===== src/core/adcrc_pkg.sv =====
/*
  constants, field layout and timing figures shared by both ends of the
  converter mode-control link.
  assumes a single 50 MHz clock shared by both ends.
*/
package adcrc_pkg;
  // ----------------------------------------------------------------
  // link and register layout
  // ----------------------------------------------------------------
  localparam int DW = 24;
  localparam int AW = 2;
  localparam logic [AW-1:0] ADDR_MODE   = 2'h0;
  localparam logic [AW-1:0] ADDR_PHASE  = 2'h1;
  localparam logic [AW-1:0] ADDR_DATA   = 2'h2;
  localparam logic [AW-1:0] ADDR_STATUS = 2'h3;
  // mode_control_register fields
  localparam int MODE_W      = 5;
  localparam int BIT_SOFTRST = 0;
  localparam int BIT_SHDN_LO = 1;
  localparam int BIT_SHDN_HI = 2;
  localparam int BIT_EXTREF  = 3;
  localparam int BIT_EXTCLK  = 4;
  localparam logic [MODE_W-1:0] MODE_RST   = 5'h00;
  localparam logic [MODE_W-1:0] MODE_LOCKD = 5'h07;
  localparam logic [7:0]        PHASE_RST  = 8'h00;
  localparam logic [3:0]        COMP_RST   = 4'h3;
  localparam logic [3:0]        COMP_RUN   = 4'h0;
  // ----------------------------------------------------------------
  // timing
  // ----------------------------------------------------------------
  localparam int CLK_PERIOD_NS = 20;
  localparam logic [7:0] DEC_LAST    = 8'hFF;
  localparam logic [2:0] SETTLE_CONV = 3'h3;
  localparam int BIAS_SETTLE_NS  = 1000000;
  localparam int BIAS_SETTLE_CYC = (BIAS_SETTLE_NS + CLK_PERIOD_NS - 1) / CLK_PERIOD_NS;
  localparam int SETTLE_CYC      = 4 * 256;
  localparam int DISCARD_CYC     = BIAS_SETTLE_CYC + SETTLE_CYC;
  localparam int DISC_W          = 17;
  // host-side software port
  localparam int HAW = 2;
  localparam int HDW = 32;
  localparam logic [HAW-1:0] HADDR_CTRL   = 2'h0;
  localparam logic [HAW-1:0] HADDR_WRITE  = 2'h1;
  localparam logic [HAW-1:0] HADDR_READ   = 2'h2;
  localparam logic [HAW-1:0] HADDR_SAMPLE = 2'h3;
  localparam int HBIT_HOLDRST = 0;
  localparam int HBIT_WDOG    = 1;
  localparam int HADDR_LO     = 24;
endpackage


===== src/core/adcrc_link_if.sv =====
/*
  link between the host controller and the converter's mode logic.
  assumes both ends run on the same clock; the pins resetPinN, wdogReset
  are resynchronised by the converter.
*/
`timescale 1ns/1ns
interface adcrc_link_if;
  import adcrc_pkg::*;
  logic          resetPinN;
  logic          wdogReset;
  logic          wrStb;
  logic          rdStb;
  logic [AW-1:0] addr;
  logic [DW-1:0] wdata;
  logic [DW-1:0] rdData;
  logic          ifaceReady;
  logic          dataReady;
  logic [DW-1:0] dataOut;
  logic          twoWire;

  modport dev (
    input  resetPinN, wdogReset, wrStb, rdStb, addr, wdata,
    output rdData, ifaceReady, dataReady, dataOut, twoWire
  );
  modport host (
    output resetPinN, wdogReset, wrStb, rdStb, addr, wdata,
    input  rdData, ifaceReady, dataReady, dataOut, twoWire
  );
endinterface


===== src/core/adcrc_device.sv =====
/*
  converter end: mode control register, soft reset, hard reset, converter
  shutdown and full shutdown, with a small decimation model.
  assumes rawSample is a modulator word on clk; resetPinN and the strap
  come from pins and are resynchronised here.
*/
// Our own choices: the plain strobed port and the address map.
`timescale 1ns/1ns
module adcrc_device
  import adcrc_pkg::*;
(
  input  wire logic          clk,
  input  wire logic          rstn,
  input  wire logic          twoWireStrap,
  input  wire logic [DW-1:0] rawSample,
  adcrc_link_if.dev          link,
  output logic               inputClkEn,
  output logic               coreClkEn,
  output logic               biasEn,
  output logic               vrefEn,
  output logic               porMonEn,
  output logic               fullShutdown,
  output logic [3:0]         compOut
);
  // ----------------------------------------------------------------
  // state
  // ----------------------------------------------------------------
  typedef struct packed {
    logic [1:0]        pinSync;
    logic [1:0]        wdSync;
    logic [1:0]        strapSync;
    logic              strapDone;
    logic [1:0]        strapWait;
    logic              twoWire;
    logic [MODE_W-1:0] mode;
    logic [7:0]        phase;
    logic [DW-1:0]     data;
    logic [DW-1:0]     acc;
    logic [DW-1:0]     outBuf;
    logic [7:0]        decCnt;
    logic [2:0]        settleCnt;
    logic              wasIdle;
    logic [DW-1:0]     rdData;
    logic              ifaceReady;
    logic              dataReady;
    logic              inputClkEn;
    logic              coreClkEn;
    logic              biasEn;
    logic              vrefEn;
    logic              porMonEn;
    logic              fullShutdown;
    logic [3:0]        comp;
  } adcrc_dev_t;

  localparam adcrc_dev_t DEV_RST = '{
    pinSync: 2'h0, wdSync: 2'h0, strapSync: 2'h0, strapDone: 1'b0, strapWait: 2'h0,
    twoWire: 1'b0, mode: MODE_RST, phase: PHASE_RST, data: '0, acc: '0,
    outBuf: '0, decCnt: PHASE_RST, settleCnt: SETTLE_CONV, wasIdle: 1'b0,
    rdData: '0, ifaceReady: 1'b0, dataReady: 1'b0, inputClkEn: 1'b1,
    coreClkEn: 1'b1, biasEn: 1'b1, vrefEn: 1'b1, porMonEn: 1'b1,
    fullShutdown: 1'b0, comp: COMP_RST
  };

  adcrc_dev_t st;
  adcrc_dev_t next_st;

  logic              hardRst;
  logic              softRst;
  logic              shut;
  logic              full;
  logic [MODE_W-1:0] wrMode;
  logic [7:0]        status;

  // ----------------------------------------------------------------
  // next state
  // ----------------------------------------------------------------
  always_comb begin
    next_st = st;
    // only the second stage of each synchroniser is looked at
    next_st.pinSync   = {st.pinSync[0], link.resetPinN};
    next_st.wdSync    = {st.wdSync[0], link.wdogReset};
    next_st.strapSync = {st.strapSync[0], twoWireStrap};

    // strap not yet settled: stay in reset so the pin is judged correctly
    hardRst = !st.strapDone
            || (!st.twoWire && !st.pinSync[1])
            || (st.twoWire && st.wdSync[1]);

    softRst = st.mode[BIT_SOFTRST];
    shut    = st.mode[BIT_SHDN_LO] || st.mode[BIT_SHDN_HI];
    full    = st.mode[BIT_SHDN_LO] && st.mode[BIT_EXTREF] && st.mode[BIT_EXTCLK];

    // mode bits refused in two-wire mode: soft reset, shutdown, and so
    // full shutdown, stay as they were
    wrMode = link.wdata[MODE_W-1:0];
    if (st.twoWire) begin
      wrMode[BIT_SOFTRST] = st.mode[BIT_SOFTRST];
      wrMode[BIT_SHDN_LO] = st.mode[BIT_SHDN_LO];
      wrMode[BIT_SHDN_HI] = st.mode[BIT_SHDN_HI];
    end

    status = {1'b0, st.twoWire, full, shut, softRst,
              (st.settleCnt == 3'h0), st.porMonEn, st.ifaceReady};

    next_st.dataReady = 1'b0;
    next_st.rdData    = '0;

    // register port; the serial side stays alive in every shutdown
    if (st.ifaceReady && link.wrStb) begin
      unique case (link.addr)
        ADDR_MODE: begin
          next_st.mode = wrMode;
          if (wrMode[BIT_SOFTRST] && !softRst) begin
            next_st.data = '0;
          end
        end
        ADDR_PHASE: next_st.phase = link.wdata[7:0];
        default: ;
      endcase
    end
    if (st.ifaceReady && link.rdStb) begin
      unique case (link.addr)
        ADDR_MODE:   next_st.rdData = {{(DW-MODE_W){1'b0}}, st.mode};
        ADDR_PHASE:  next_st.rdData = {16'h0000, st.phase};
        ADDR_DATA:   next_st.rdData = st.data;
        ADDR_STATUS: next_st.rdData = {16'h0000, status};
        default: ;
      endcase
    end

    // ----------------------------------------------------------------
    // converter model
    // ----------------------------------------------------------------
    next_st.comp = COMP_RUN;
    if (shut) begin
      // clocks gated: filter frozen, output flushed
      next_st.data    = '0;
      next_st.wasIdle = 1'b1;
    end else if (st.wasIdle && !softRst) begin
      // restart on the kept phase so the delay still applies
      next_st.wasIdle   = softRst;
      next_st.decCnt    = st.phase;
      next_st.settleCnt = SETTLE_CONV;
    end else begin
      // running, also in soft reset: the filter keeps integrating
      next_st.acc    = st.acc + rawSample;
      next_st.decCnt = st.decCnt + 8'h01;
      if (softRst) begin
        next_st.wasIdle = 1'b1;
        next_st.data    = '0;
      end
      if (st.decCnt == DEC_LAST) begin
        next_st.acc    = rawSample;
        next_st.outBuf = st.acc;
        if (st.settleCnt != 3'h0) begin
          next_st.settleCnt = st.settleCnt - 3'h1;
        end else if (!softRst) begin
          next_st.data      = st.outBuf;
          next_st.dataReady = 1'b1;
        end
      end
    end
    if (softRst && !shut) begin
      next_st.wasIdle = 1'b1;
    end

    // power and clock controls
    next_st.inputClkEn   = !shut;
    next_st.coreClkEn    = !shut;
    next_st.biasEn       = !shut;
    next_st.vrefEn       = !full;
    next_st.fullShutdown = full;
    next_st.porMonEn     = !full;
    next_st.ifaceReady   = 1'b1;

    if (hardRst) begin
      next_st            = DEV_RST;
      next_st.pinSync    = {st.pinSync[0], link.resetPinN};
      next_st.wdSync     = {st.wdSync[0], link.wdogReset};
      next_st.strapSync  = {st.strapSync[0], twoWireStrap};
      next_st.strapDone  = st.strapDone;
      next_st.strapWait  = st.strapWait;
      next_st.twoWire    = st.twoWire;
      next_st.comp       = COMP_RST;
      next_st.ifaceReady = 1'b0;
    end

    // strap judged once, only after its synchroniser has filled
    if (!st.strapDone) begin
      if (st.strapWait == 2'h2) begin
        next_st.twoWire   = st.strapSync[1];
        next_st.strapDone = 1'b1;
      end else begin
        next_st.strapWait = st.strapWait + 2'h1;
      end
    end
  end

  // ----------------------------------------------------------------
  // state register
  // ----------------------------------------------------------------
  always_ff @(posedge clk or negedge rstn) begin
    if (!rstn) begin
      st <= DEV_RST;
    end else begin
      st <= next_st;
    end
  end

  // ----------------------------------------------------------------
  // outputs
  // ----------------------------------------------------------------
  assign link.rdData     = st.rdData;
  assign link.ifaceReady = st.ifaceReady;
  assign link.dataReady  = st.dataReady;
  assign link.dataOut    = st.data;
  assign link.twoWire    = st.twoWire;
  assign inputClkEn      = st.inputClkEn;
  assign coreClkEn       = st.coreClkEn;
  assign biasEn          = st.biasEn;
  assign vrefEn          = st.vrefEn;
  assign porMonEn        = st.porMonEn;
  assign fullShutdown    = st.fullShutdown;
  assign compOut         = st.comp;
endmodule


===== src/flat_wrapper.sv =====
// flat-port wrapper written by rule: the top's interface ports become plain ports
module adcrc_device_flat import adcrc_pkg::*;
  (clk, rstn, twoWireStrap, rawSample, inputClkEn, coreClkEn, biasEn, vrefEn, porMonEn, fullShutdown, compOut, link_resetPinN, link_wdogReset, link_wrStb, link_rdStb, link_addr, link_wdata, link_rdData, link_ifaceReady, link_dataReady, link_dataOut, link_twoWire);
  adcrc_link_if link_i ();
  input  wire logic clk;
  input  wire logic rstn;
  input  wire logic twoWireStrap;
  input  wire logic [DW-1:0] rawSample;
  output logic inputClkEn;
  output logic coreClkEn;
  output logic biasEn;
  output logic vrefEn;
  output logic porMonEn;
  output logic fullShutdown;
  output logic [3:0] compOut;
  input wire logic [$bits(link_i.resetPinN)-1:0] link_resetPinN;
  input wire logic [$bits(link_i.wdogReset)-1:0] link_wdogReset;
  input wire logic [$bits(link_i.wrStb)-1:0] link_wrStb;
  input wire logic [$bits(link_i.rdStb)-1:0] link_rdStb;
  input wire logic [$bits(link_i.addr)-1:0] link_addr;
  input wire logic [$bits(link_i.wdata)-1:0] link_wdata;
  output wire logic [$bits(link_i.rdData)-1:0] link_rdData;
  output wire logic [$bits(link_i.ifaceReady)-1:0] link_ifaceReady;
  output wire logic [$bits(link_i.dataReady)-1:0] link_dataReady;
  output wire logic [$bits(link_i.dataOut)-1:0] link_dataOut;
  output wire logic [$bits(link_i.twoWire)-1:0] link_twoWire;
  assign link_i.resetPinN = link_resetPinN;
  assign link_i.wdogReset = link_wdogReset;
  assign link_i.wrStb = link_wrStb;
  assign link_i.rdStb = link_rdStb;
  assign link_i.addr = link_addr;
  assign link_i.wdata = link_wdata;
  assign link_rdData = link_i.rdData;
  assign link_ifaceReady = link_i.ifaceReady;
  assign link_dataReady = link_i.dataReady;
  assign link_dataOut = link_i.dataOut;
  assign link_twoWire = link_i.twoWire;
  adcrc_device u_core (.clk(clk), .rstn(rstn), .twoWireStrap(twoWireStrap), .rawSample(rawSample), .link(link_i), .inputClkEn(inputClkEn), .coreClkEn(coreClkEn), .biasEn(biasEn), .vrefEn(vrefEn), .porMonEn(porMonEn), .fullShutdown(fullShutdown), .compOut(compOut));
endmodule

===== config.mk =====
export PLATFORM = sky130hd
export DESIGN_NAME = adcrc_device_flat
export DESIGN_NICKNAME = d
export VERILOG_FILES = /design/src/core/adcrc_pkg.sv /design/src/core/adcrc_link_if.sv /design/src/core/adcrc_device.sv /design/src/flat_wrapper.sv
export SDC_FILE = /design/constraint.sdc
export NUM_CORES = 1
export LEC_CHECK = 0
export ABC_AREA = 1
export ABC_CLOCK_PERIOD_IN_PS = 2000
export BUFFER_PORTS_ARGS = -buffer_cell sky130_fd_sc_hd__buf_2
export CORE_MARGIN = 10
export CORE_UTILIZATION = 58
export DETAILED_ROUTE_END_ITERATION = 16
export PLACE_DENSITY = 0.81
export SYNTH_ARGS = -nofsm -noshare
export SYNTH_HDL_FRONTEND = slang
export SYNTH_SLANG_ARGS = --single-unit

===== constraint.sdc =====
create_clock -name clk -period 2 [get_ports clk]
set_input_delay 0.4 -clock clk [delete_from_list [all_inputs] [get_ports clk]]
set_output_delay 0.4 -clock clk [all_outputs]
set_load 0.05 [all_outputs]

==> results.cfg, run 1 <==
[critical_path]
path_class = reg -> reg
crit_arrival_ps = 2230
critPathMaxFanout = 24
rr_worst_depth = 10
r2r-end = u_core.link.dataOut[15]
r2r_slack_ps = 110
crit_required_ps = 2340
r2r-start = u_core.st[40]
startpoint_type = flip-flop
endpoint_kind = flip-flop

[yosys]
synth_top_family_by_area = simple AND/OR/NAND/NOR gates
synth_top_area_frac = 0.4153
synth-adder-area-share = 0.04499
synth-seq-area-share = 0.4318
yosys.area_share.simple = 0.2858
avgSynthCellArea_um2 = 7.546
synth.yosys.warnings = 0
synthXorXnorAreaFrac = 0.009910
synth.most_common_cell = nand2_1
synthTopCellsByCount = 284 x nand2_1, 132 x dfrtp_1, 125 x inv_1
syn-cell-area_mm2 = 0.007954
ys_ff_latch = 137
syn_inst = 1054
synth-compound-area-share = 0.09501
async_flop_share = 1.000
synth_edf_count = 0
ys.flop_type = dfrtp_1
synth_cell_types = 39
synth_area_leaders = dfrtp_1 42%, nand2_1 13%, inv_1 5.9%
synth_mux_area_frac = 0
synth_top_area_cell = dfrtp_1

[clock_tree]
cts_tree = built
cts.sinks = 137
clk_latency_ps = 430
cts.clk_slew.worst_paths_ps = 60
numCtsBuffers = 17
clock_path_buffers = 2
clockRootBuffer = clkbuf_16
cts_max_level = 4

[final_layout]
regMostFlops = u_core.st
design_area_mm2 = 0.009255
largest_reg_flops = 81
diodes = 0
fillers = 1110
syn_to_final_growth_pct = 16.36
fin_cells = 1318
nets = 1214
final_layout_size_suffix_gt1_frac = 0.1918

[placed_design]
dp.cells = 1278
io_buffer_count = 99
placed_area_mm2 = 0.008459
hpwl_mm = 15.09
gp_congestion = 0.9818

[hold_path]
whs_path_depth = 1
hold_end = u_core.st[141]
min_path_type = in -> reg
hp-start = link_resetPinN

[job]
cap_viol_max_count = 0

[timing]
finalHoldViolations = 0
skew_ps = 9.482
post-route-period-util = 0.9446
post-route-min-period_ps = 1889
setup_violations = 0
max_slew_margin = 0.6491
max_clock_freq_mhz = 529.3
tightest_slew_ps = 525.8
slew_violations = 0
rsz0062_at_grt = true

[global_route]
grt_max_degree = 42
grt_pass1_wl_mm = 33.08
antenna_found_initial = 0
overflow = 0
grt_use_total = 0.2198
grt_pass1_vias = 6809

[routing]
vias = 7100
drt-initial-drc-count = 702
wl_per_cell_um = 15.59
dr.pass1.iters = 6
viasPerCell = 5.387
drtAntennaViolNets = 0
wirelength_mm = 20.55
drc = 0

[floorplan]
rows = 42
die_w_um = 137.1
dieHeight_um = 137.1
coreArea_mm2 = 0.01335
start_util = 0.5959
dieArea_mm2 = 0.01880
io_pins = 118

[power_and_ir_drop]
total_power_mw = 9.600
cellLeakagePower_nw = 4.929
vdd_ir_drop_max_v = 0.0006932
pwr_density_cell_mw_per_mm2 = 1037

[status]
outcome = complete, no violations
==> cell families after synthesis <==
family	Yosys count
fa+ha+maj	28
flops	137
buf+inv	218
simple gates	523
xor+xnor	9
other cells	1
compound gates	138
==> worst max path at each step <==
stage	to	cells past startpoint	startpoint	slack, ps
after detailed placement	u_core.st[82]	12	rawSample[0]	-240
after floorplan	u_core.st[95]	9	u_core.link.twoWire	130
after global routing	u_core.st[82]	11	u_core.st[40]	-10
after CTS	u_core.st[78]	10	u_core.st[72]	10
after global placement	u_core.st[82]	12	rawSample[0]	-190
final	u_core.link.dataOut[15]	10	u_core.st[40]	110
==> power by group <==
part / switching [mW] / internal [mW] / leakage (nW)
Clock: 1.22 / 1.91 / 0.287
Sequential: 0.260 / 3.02 / 1.83
Combinational: 2.01 / 1.19 / 2.81
Total: 3.48 / 6.12 / 4.93
==> layout make-up <==
class	instances	area, um2	area share
multi-input combinational	701	3608	0.3899
sequential	137	3435	0.3711
timing repair buffer	141	898.4	0.09707
inverter	131	495.5	0.05354
clock buffer	20	456.7	0.04934
tap	176	220.2	0.02379
clock inverter	12	141.4	0.01528
==> layout by cell type, fill, tap and decap left out, types with 6 or more instances in the layout <==
| master | netlist | final |
|---|---|---|
| buf_4 | 55 | 34 |
| nor2_4 | 4 | 6 |
| o21ai_0 | 53 | 49 |
| o21ai_1 | 4 | 8 |
| inv_1 | 125 | 125 |
| nand4_1 | 35 | 35 |
| clkbuf_16 | 0 | 17 |
| xor2_1 | 7 | 7 |
| nand2_1 | 284 | 278 |
| o22ai_1 | 11 | 11 |
| ha_1 | 27 | 19 |
| nor2_1 | 92 | 90 |
| dfrtp_1 | 132 | 132 |
| buf_2 | 8 | 98 |
| buf_12 | 0 | 6 |
| a21oi_1 | 53 | 50 |
| nand2_2 | 0 | 6 |
| nand3_1 | 91 | 88 |
==> per-stage QoR <==
step / hold WS, ps / setup TNS (ps) / utilization / worst slack (ps)
floorplan: 104.4 / 0 / - / 131.9
global placement: 321.3 / -1033 / 0.6338 / -190.1
detailed placement: 324.1 / -1425 / 0.6338 / -241.3
CTS: 68.28 / 0 / 0.6800 / 13.08
global route: 64.74 / -19.75 / 0.6934 / -13.18
finish: 80.73 / 0 / 0.6934 / 110.7
==> what timing repair did <==
| action | 4_1_cts | 5_1_grt |
|---|---|---|
| hold endpoints to repair | 30 | 0 |
| resized for setup | 2 | 29 |
| buffers inserted | 0 | 6 |
| cloned | 0 | 1 |
| hold buffers | 1 | 0 |
| setup endpoints to repair | 3 | 53 |
| pin swaps | 0 | 2 |
==> routing by layer <==
metal  global-route usage  wire length, um
met1               0.2975             8963
met4              0.07436              360
met3              0.05132             1694
met5                    0                0
met2               0.3398             9531
==> critical path, stage by stage, from the launching register on <==
cell     delay (ps)
dfrtp_1         380
ha_2            190
nand2_2          90
nor2_4          160
nand4_4         140
nor2_8          200
nand3_4         110
nor2_4          120
buf_12          160
nand2_1          80
a21oi_1         180
No activity file was read; power rests on OpenSTA's default activity.
==> run 2: changes to the inputs <==
--- a/config.mk
+++ b/config.mk
@@ -10,6 +10,7 @@
 export BUFFER_PORTS_ARGS = -buffer_cell sky130_fd_sc_hd__buf_2
 export CORE_MARGIN = 10
 export CORE_UTILIZATION = 58
+export CTS_BUF_LIST = sky130_fd_sc_hd__clkbuf_8 sky130_fd_sc_hd__clkbuf_16
 export DETAILED_ROUTE_END_ITERATION = 16
 export PLACE_DENSITY = 0.81
 export SYNTH_ARGS = -nofsm -noshare
==> run 2 against run 1 <==
Net effect:
- wire length increased by 0.13%
- setup slack better by 0.94 ps
- count of clock-buffer cells in the layout is 1 lower
- register-to-register slack about the same
- clock power about the same
- maximum frequency hardly changed
- via count unchanged
- flip-flop and latch count is the same
- critical endpoint unchanged
==> results.cfg, run 2 (synthesis results as in run 1) <==
[final_layout]
diodes = 0
finalCoreUtilization = 0.6934
fin_cells = 1318
nets = 1214
syn_to_final_growth_pct = 16.36
final_common_cell = nand2_1
largest_reg_flops = 81
final_cell_mix = 278 x nand2_1, 132 x dfrtp_1, 126 x inv_1
regMostFlops = u_core.st
final_layout_size_suffix_gt1_frac = 0.1918
design_area_mm2 = 0.009255

[hold_path]
hold_end = u_core.st[141]
hp-start = link_resetPinN
min_path_type = in -> reg
whs_path_depth = 1

[critical_path]
r2r-end = u_core.link.dataOut[15]
rr_worst_depth = 10
path_class = reg -> reg
cp-startpoint = u_core.st[40]
critPathMaxFanout = 24
r2r_slack_ps = 110
crit_arrival_ps = 2230
r2r-start = u_core.st[40]
endpoint_kind = flip-flop
startpoint_type = flip-flop
crit_required_ps = 2340

[clock_tree]
clockRootBuffer = clkbuf_16
cts.sinks = 137
cts_max_level = 4
clk_latency_ps = 430
clock_path_buffers = 2
numCtsBuffers = 17
cts.clk_slew.worst_paths_ps = 60
cts_tree = built

[global_route]
overflow = 0
grt_pass1_wl_mm = 33.08
grt_max_degree = 42
grt_use_total = 0.2198
grt_pass1_vias = 6809
antenna_found_initial = 0

[routing]
dr.pass1.iters = 6
viasPerCell = 5.387
drt-initial-drc-count = 693
drc = 0
wl_per_cell_um = 15.61
drtAntennaViolNets = 0
wirelength_mm = 20.58
vias = 7100

[placed_design]
dp.cells = 1278
gp_congestion = 0.9818
io_buffer_count = 99
placed_area_mm2 = 0.008459
hpwl_mm = 15.09

[timing]
tightest_slew_ps = 533.2
fin_tns_setup_ps = 0
slew_violations = 0
rsz0062_at_grt = true
finalHoldViolations = 0
post-route-period-util = 0.9442
setup_violations = 0
max_clock_freq_mhz = 529.6
max_slew_margin = 0.6442
skew_ps = 9.398
post-route-min-period_ps = 1888

[status]
outcome = complete, no violations

[floorplan]
rows = 42
coreArea_mm2 = 0.01335
start_util = 0.5959
io_pins = 118
die_w_um = 137.1
dieArea_mm2 = 0.01880
dieHeight_um = 137.1

[job]
cap_viol_max_count = 0

[power_and_ir_drop]
cellLeakagePower_nw = 4.933
total_power_mw = 9.602
vdd_ir_drop_max_v = 0.0006982
pwr_density_cell_mw_per_mm2 = 1037
-- run 2: cell types whose count changed in the layout (fill, tap and decap cells not counted), sizes merged --
cell	before	now
inv	131	132
clkbuf	20	19
-- run 2: worst max-delay path by stage --
stage	slack [ps]	to	cells after the start
after floorplan	130	u_core.st[95]	9
after global placement	-190	u_core.st[82]	12
after detailed placement	-240	u_core.st[82]	12
after CTS	10	u_core.st[78]	10
after global routing	-10	u_core.st[82]	11
final	110	u_core.link.dataOut[15]	10
-- run 2: worst max-delay path: stages, from the launching register on --
cell	delay [ps]
dfrtp_1	380
ha_2	190
nand2_2	80
nor2_4	160
nand4_4	140
nor2_8	200
nand3_4	110
nor2_4	120
buf_12	160
nand2_1	80
a21oi_1	180
-- run 2: metal layers --
metal,track usage,vias to the layer above,wire [um]
met5,0,-,0
met1,0.2975,3306,9087
li1,-,3515,-
met4,0.07436,0,328
met3,0.05132,32,1605
met2,0.3398,247,9556
-- run 2: per-stage QoR --
step	worst slack, ps	hold WS, ps
2_1_floorplan	131.9	104.4
3_3_place_gp	-190.1	321.3
3_5_place_dp	-241.3	324.1
4_1_cts	13.08	68.28
5_1_grt	-13.18	64.74
6_report	111.7	78.40
-- run 2: power breakdown --
group | internal [mW] | switching [mW]
Combinational | 1.19 | 2.01
Clock | 1.91 | 1.22
Sequential | 3.02 | 0.260
-- run 2: cell type report --
class,instances,area [um2]
Clock buffer,19,452.9
Inverter,131,495.5
Fill cell,1110,4093
Clock inverter,13,145.1
Timing Repair Buffer,141,898.4
Tap cell,176,220.2
Sequential cell,137,3435
Multi-Input combinational cell,701,3608
-- run 2: what timing repair did --
| action | CTS | global route |
|---|---|---|
| gates cloned | 0 | 1 |
| setup endpoints to repair | 3 | 53 |
| hold buffers | 1 | 0 |
| pin swaps | 0 | 2 |
| setup buffers | 0 | 6 |
| endpoints found under the hold margin | 30 | 0 |
| resized for setup | 2 | 29 |
==> run 3: changes to the inputs <==
--- a/config.mk
+++ b/config.mk
@@ -8,11 +8,11 @@
 export ABC_AREA = 1
 export ABC_CLOCK_PERIOD_IN_PS = 2000
 export BUFFER_PORTS_ARGS = -buffer_cell sky130_fd_sc_hd__buf_2
-export CORE_MARGIN = 10
 export CORE_UTILIZATION = 58
 export CTS_BUF_LIST = sky130_fd_sc_hd__clkbuf_8 sky130_fd_sc_hd__clkbuf_16
 export DETAILED_ROUTE_END_ITERATION = 16
 export PLACE_DENSITY = 0.81
+export SETUP_SLACK_MARGIN = 0.15
 export SYNTH_ARGS = -nofsm -noshare
 export SYNTH_HDL_FRONTEND = slang
 export SYNTH_SLANG_ARGS = --single-unit
==> run 3 against run 2 <==
Net effect:
- core utilization increased by 4.4 points
- cell count up 0.99%
- clock skew increased by 1.8 ps
- design area is 6.0% higher
- power is 6.8% higher
- maximum frequency fell by 10%
- non-clock buffer count increased by 14
- via count increased by 4.1%
- critical endpoint is now u_core.st[80]
- the run now ends with setup timing left
- hold slack better by 5.3 ps
==> results.cfg, run 3 (synthesis results as in run 1) <==
[final_layout]
finalCoreUtilization = 0.7377
multi_input_area_mm2 = 0.003995
register_area_mm2 = 0.003438
final_cell_mix = 255 x nand2_1, 129 x dfrtp_1, 123 x inv_1
final_common_cell = nand2_1
regMostFlops = u_core.st
diodes = 0
syn_to_final_growth_pct = 23.31
nets = 1227
final_layout_size_suffix_gt1_frac = 0.2632
fillers = 950
largest_reg_flops = 81

[timing]
skew_ps = 11.20
slew_violations = 0
tightest_slew_ps = 510.6
post-route-period-util = 1.054
fin_ws_ps = -107.9
rsz0062_at_grt = true
setup_violations = 1
max_clock_freq_mhz = 474.4
max_slew_margin = 0.6596
finalHoldViolations = 0
post-route-min-period_ps = 2108

[floorplan]
io_pins = 118
dieHeight_um = 119.1
coreArea_mm2 = 0.01330
dieArea_mm2 = 0.01419
die_w_um = 119.1
rows = 42
start_util = 0.5982

[clock_tree]
clock_path_buffers = 2
cts_tree = built
clockRootBuffer = clkbuf_16
numCtsBuffers = 17
cts_max_level = 4
clk_latency_ps = 430
cts.clk_slew.worst_paths_ps = 60
cts.sinks = 137

[placed_design]
gp_congestion = 1.002
hpwl_mm = 13.78
io_buffer_count = 99

[critical_path]
path_class = reg -> reg
endpoint_kind = flip-flop
r2r-end = u_core.st[80]
crit_required_ps = 2280
crit_slowest_cell = dfrtp_1
r2r-start = u_core.st[41]
startpoint_type = flip-flop
r2r_slack_ps = -110
cp_cell_sequence = ha_2 -> nand2_2 -> nor2_4 -> nand4_4 -> nor2_8 -> buf_4 -> inv_1 -> buf_12 -> o21ai_0 -> o22ai_1
critPathMaxFanout = 41
worst_path_largest_cell_delay_ps = 380
crit_arrival_ps = 2390
rr_worst_depth = 10

[routing]
drt-initial-drc-count = 815
wl_per_cell_um = 15.81
wirelength_mm = 21.05
dr.pass1.iters = 5
drc = 0
vias = 7394
drtAntennaViolNets = 0
viasPerCell = 5.555

[global_route]
overflow = 0
grt_max_degree = 54
grt_pass1_wl_mm = 31.35
grt_use_total = 0.2814
antenna_found_initial = 0
grt_pass1_vias = 6412

[hold_path]
min_path_type = in -> reg
whs_path_depth = 1
hold_end = u_core.st[141]
hp-start = link_resetPinN

[status]
violations = setup timing
outcome = complete, but fails checks

[power_and_ir_drop]
cellLeakagePower_nw = 5.152
vdd_ir_drop_max_v = 0.0005858
total_power_mw = 10.25
pwr_density_cell_mw_per_mm2 = 1045

[job]
cap_viol_max_count = 0
run 3: how the worst max path moves through the flow:
stage | from | slack (ps) | end
floorplan | rawSample[0] | 150 | u_core.st[82]
global placement | rawSample[0] | -140 | u_core.st[82]
detailed placement | rawSample[0] | -170 | u_core.st[78]
CTS | u_core.st[129] | 150 | u_core.st[37]
global route | u_core.st[41] | -190 | u_core.st[80]
finish | u_core.st[41] | -110 | u_core.st[80]
run 3: through the flow:
stage | hold WS [ps] | std cells | setup WS [ps] | area, um2 | setup TNS [ps]
after floorplan | 104.4 | 1055 | 150.1 | 7959 | 0
after global placement | 334.2 | 1278 | -135.8 | 8448 | -698.2
after detailed placement | 334.7 | 1278 | -168.3 | 8448 | -833.8
after CTS | 64.61 | 1314 | 148.8 | 9136 | 0
after global routing | 65.66 | 1331 | -194.1 | 9808 | -248.0
final | 83.72 | 1331 | -107.9 | 9808 | -107.9
run 3: power breakdown:
| group | internal, mW | switching [mW] |
|---|---|---|
| combinational | 1.46 | 2.22 |
| sequential | 3.02 | 0.316 |
| clock | 1.89 | 1.35 |
| total | 6.37 | 3.88 |
run 3: layout make-up:
cell class              count  area share
clock buffers              17     0.04337
clock inverters            15     0.01837
inverters                 131     0.05090
multi-input cells         700      0.4073
flip-flops and latches    137      0.3506
well taps                 176     0.02245
repair buffers            155      0.1070
run 3: repair_timing:
action,in CTS,in global routing
buffers inserted,3,14
pin swaps,2,29
hold buffers,1,0
endpoints found under the hold margin,48,0
gates resized for setup,14,110
cloned,0,3
setup endpoints to repair,31,75
run 3: critical path: cells and delay by family (launching register included):
kind                       cells  cell delay (ps)
DFF                            1              380
buffers and inverters          3              380
and+or+nand+nor                4              500
AOI/OAI and AO/OA              2              500
adders and majority gates      1              200
run 3: layer usage:
layer / vias up / global-route usage / routed length [um]
met5: - / 0 / 0
met4: 0 / 0.08386 / 463
met3: 55 / 0.05364 / 1650
met2: 345 / 0.4208 / 9843
met1: 3456 / 0.4141 / 9090
li1: 3538 / - / -
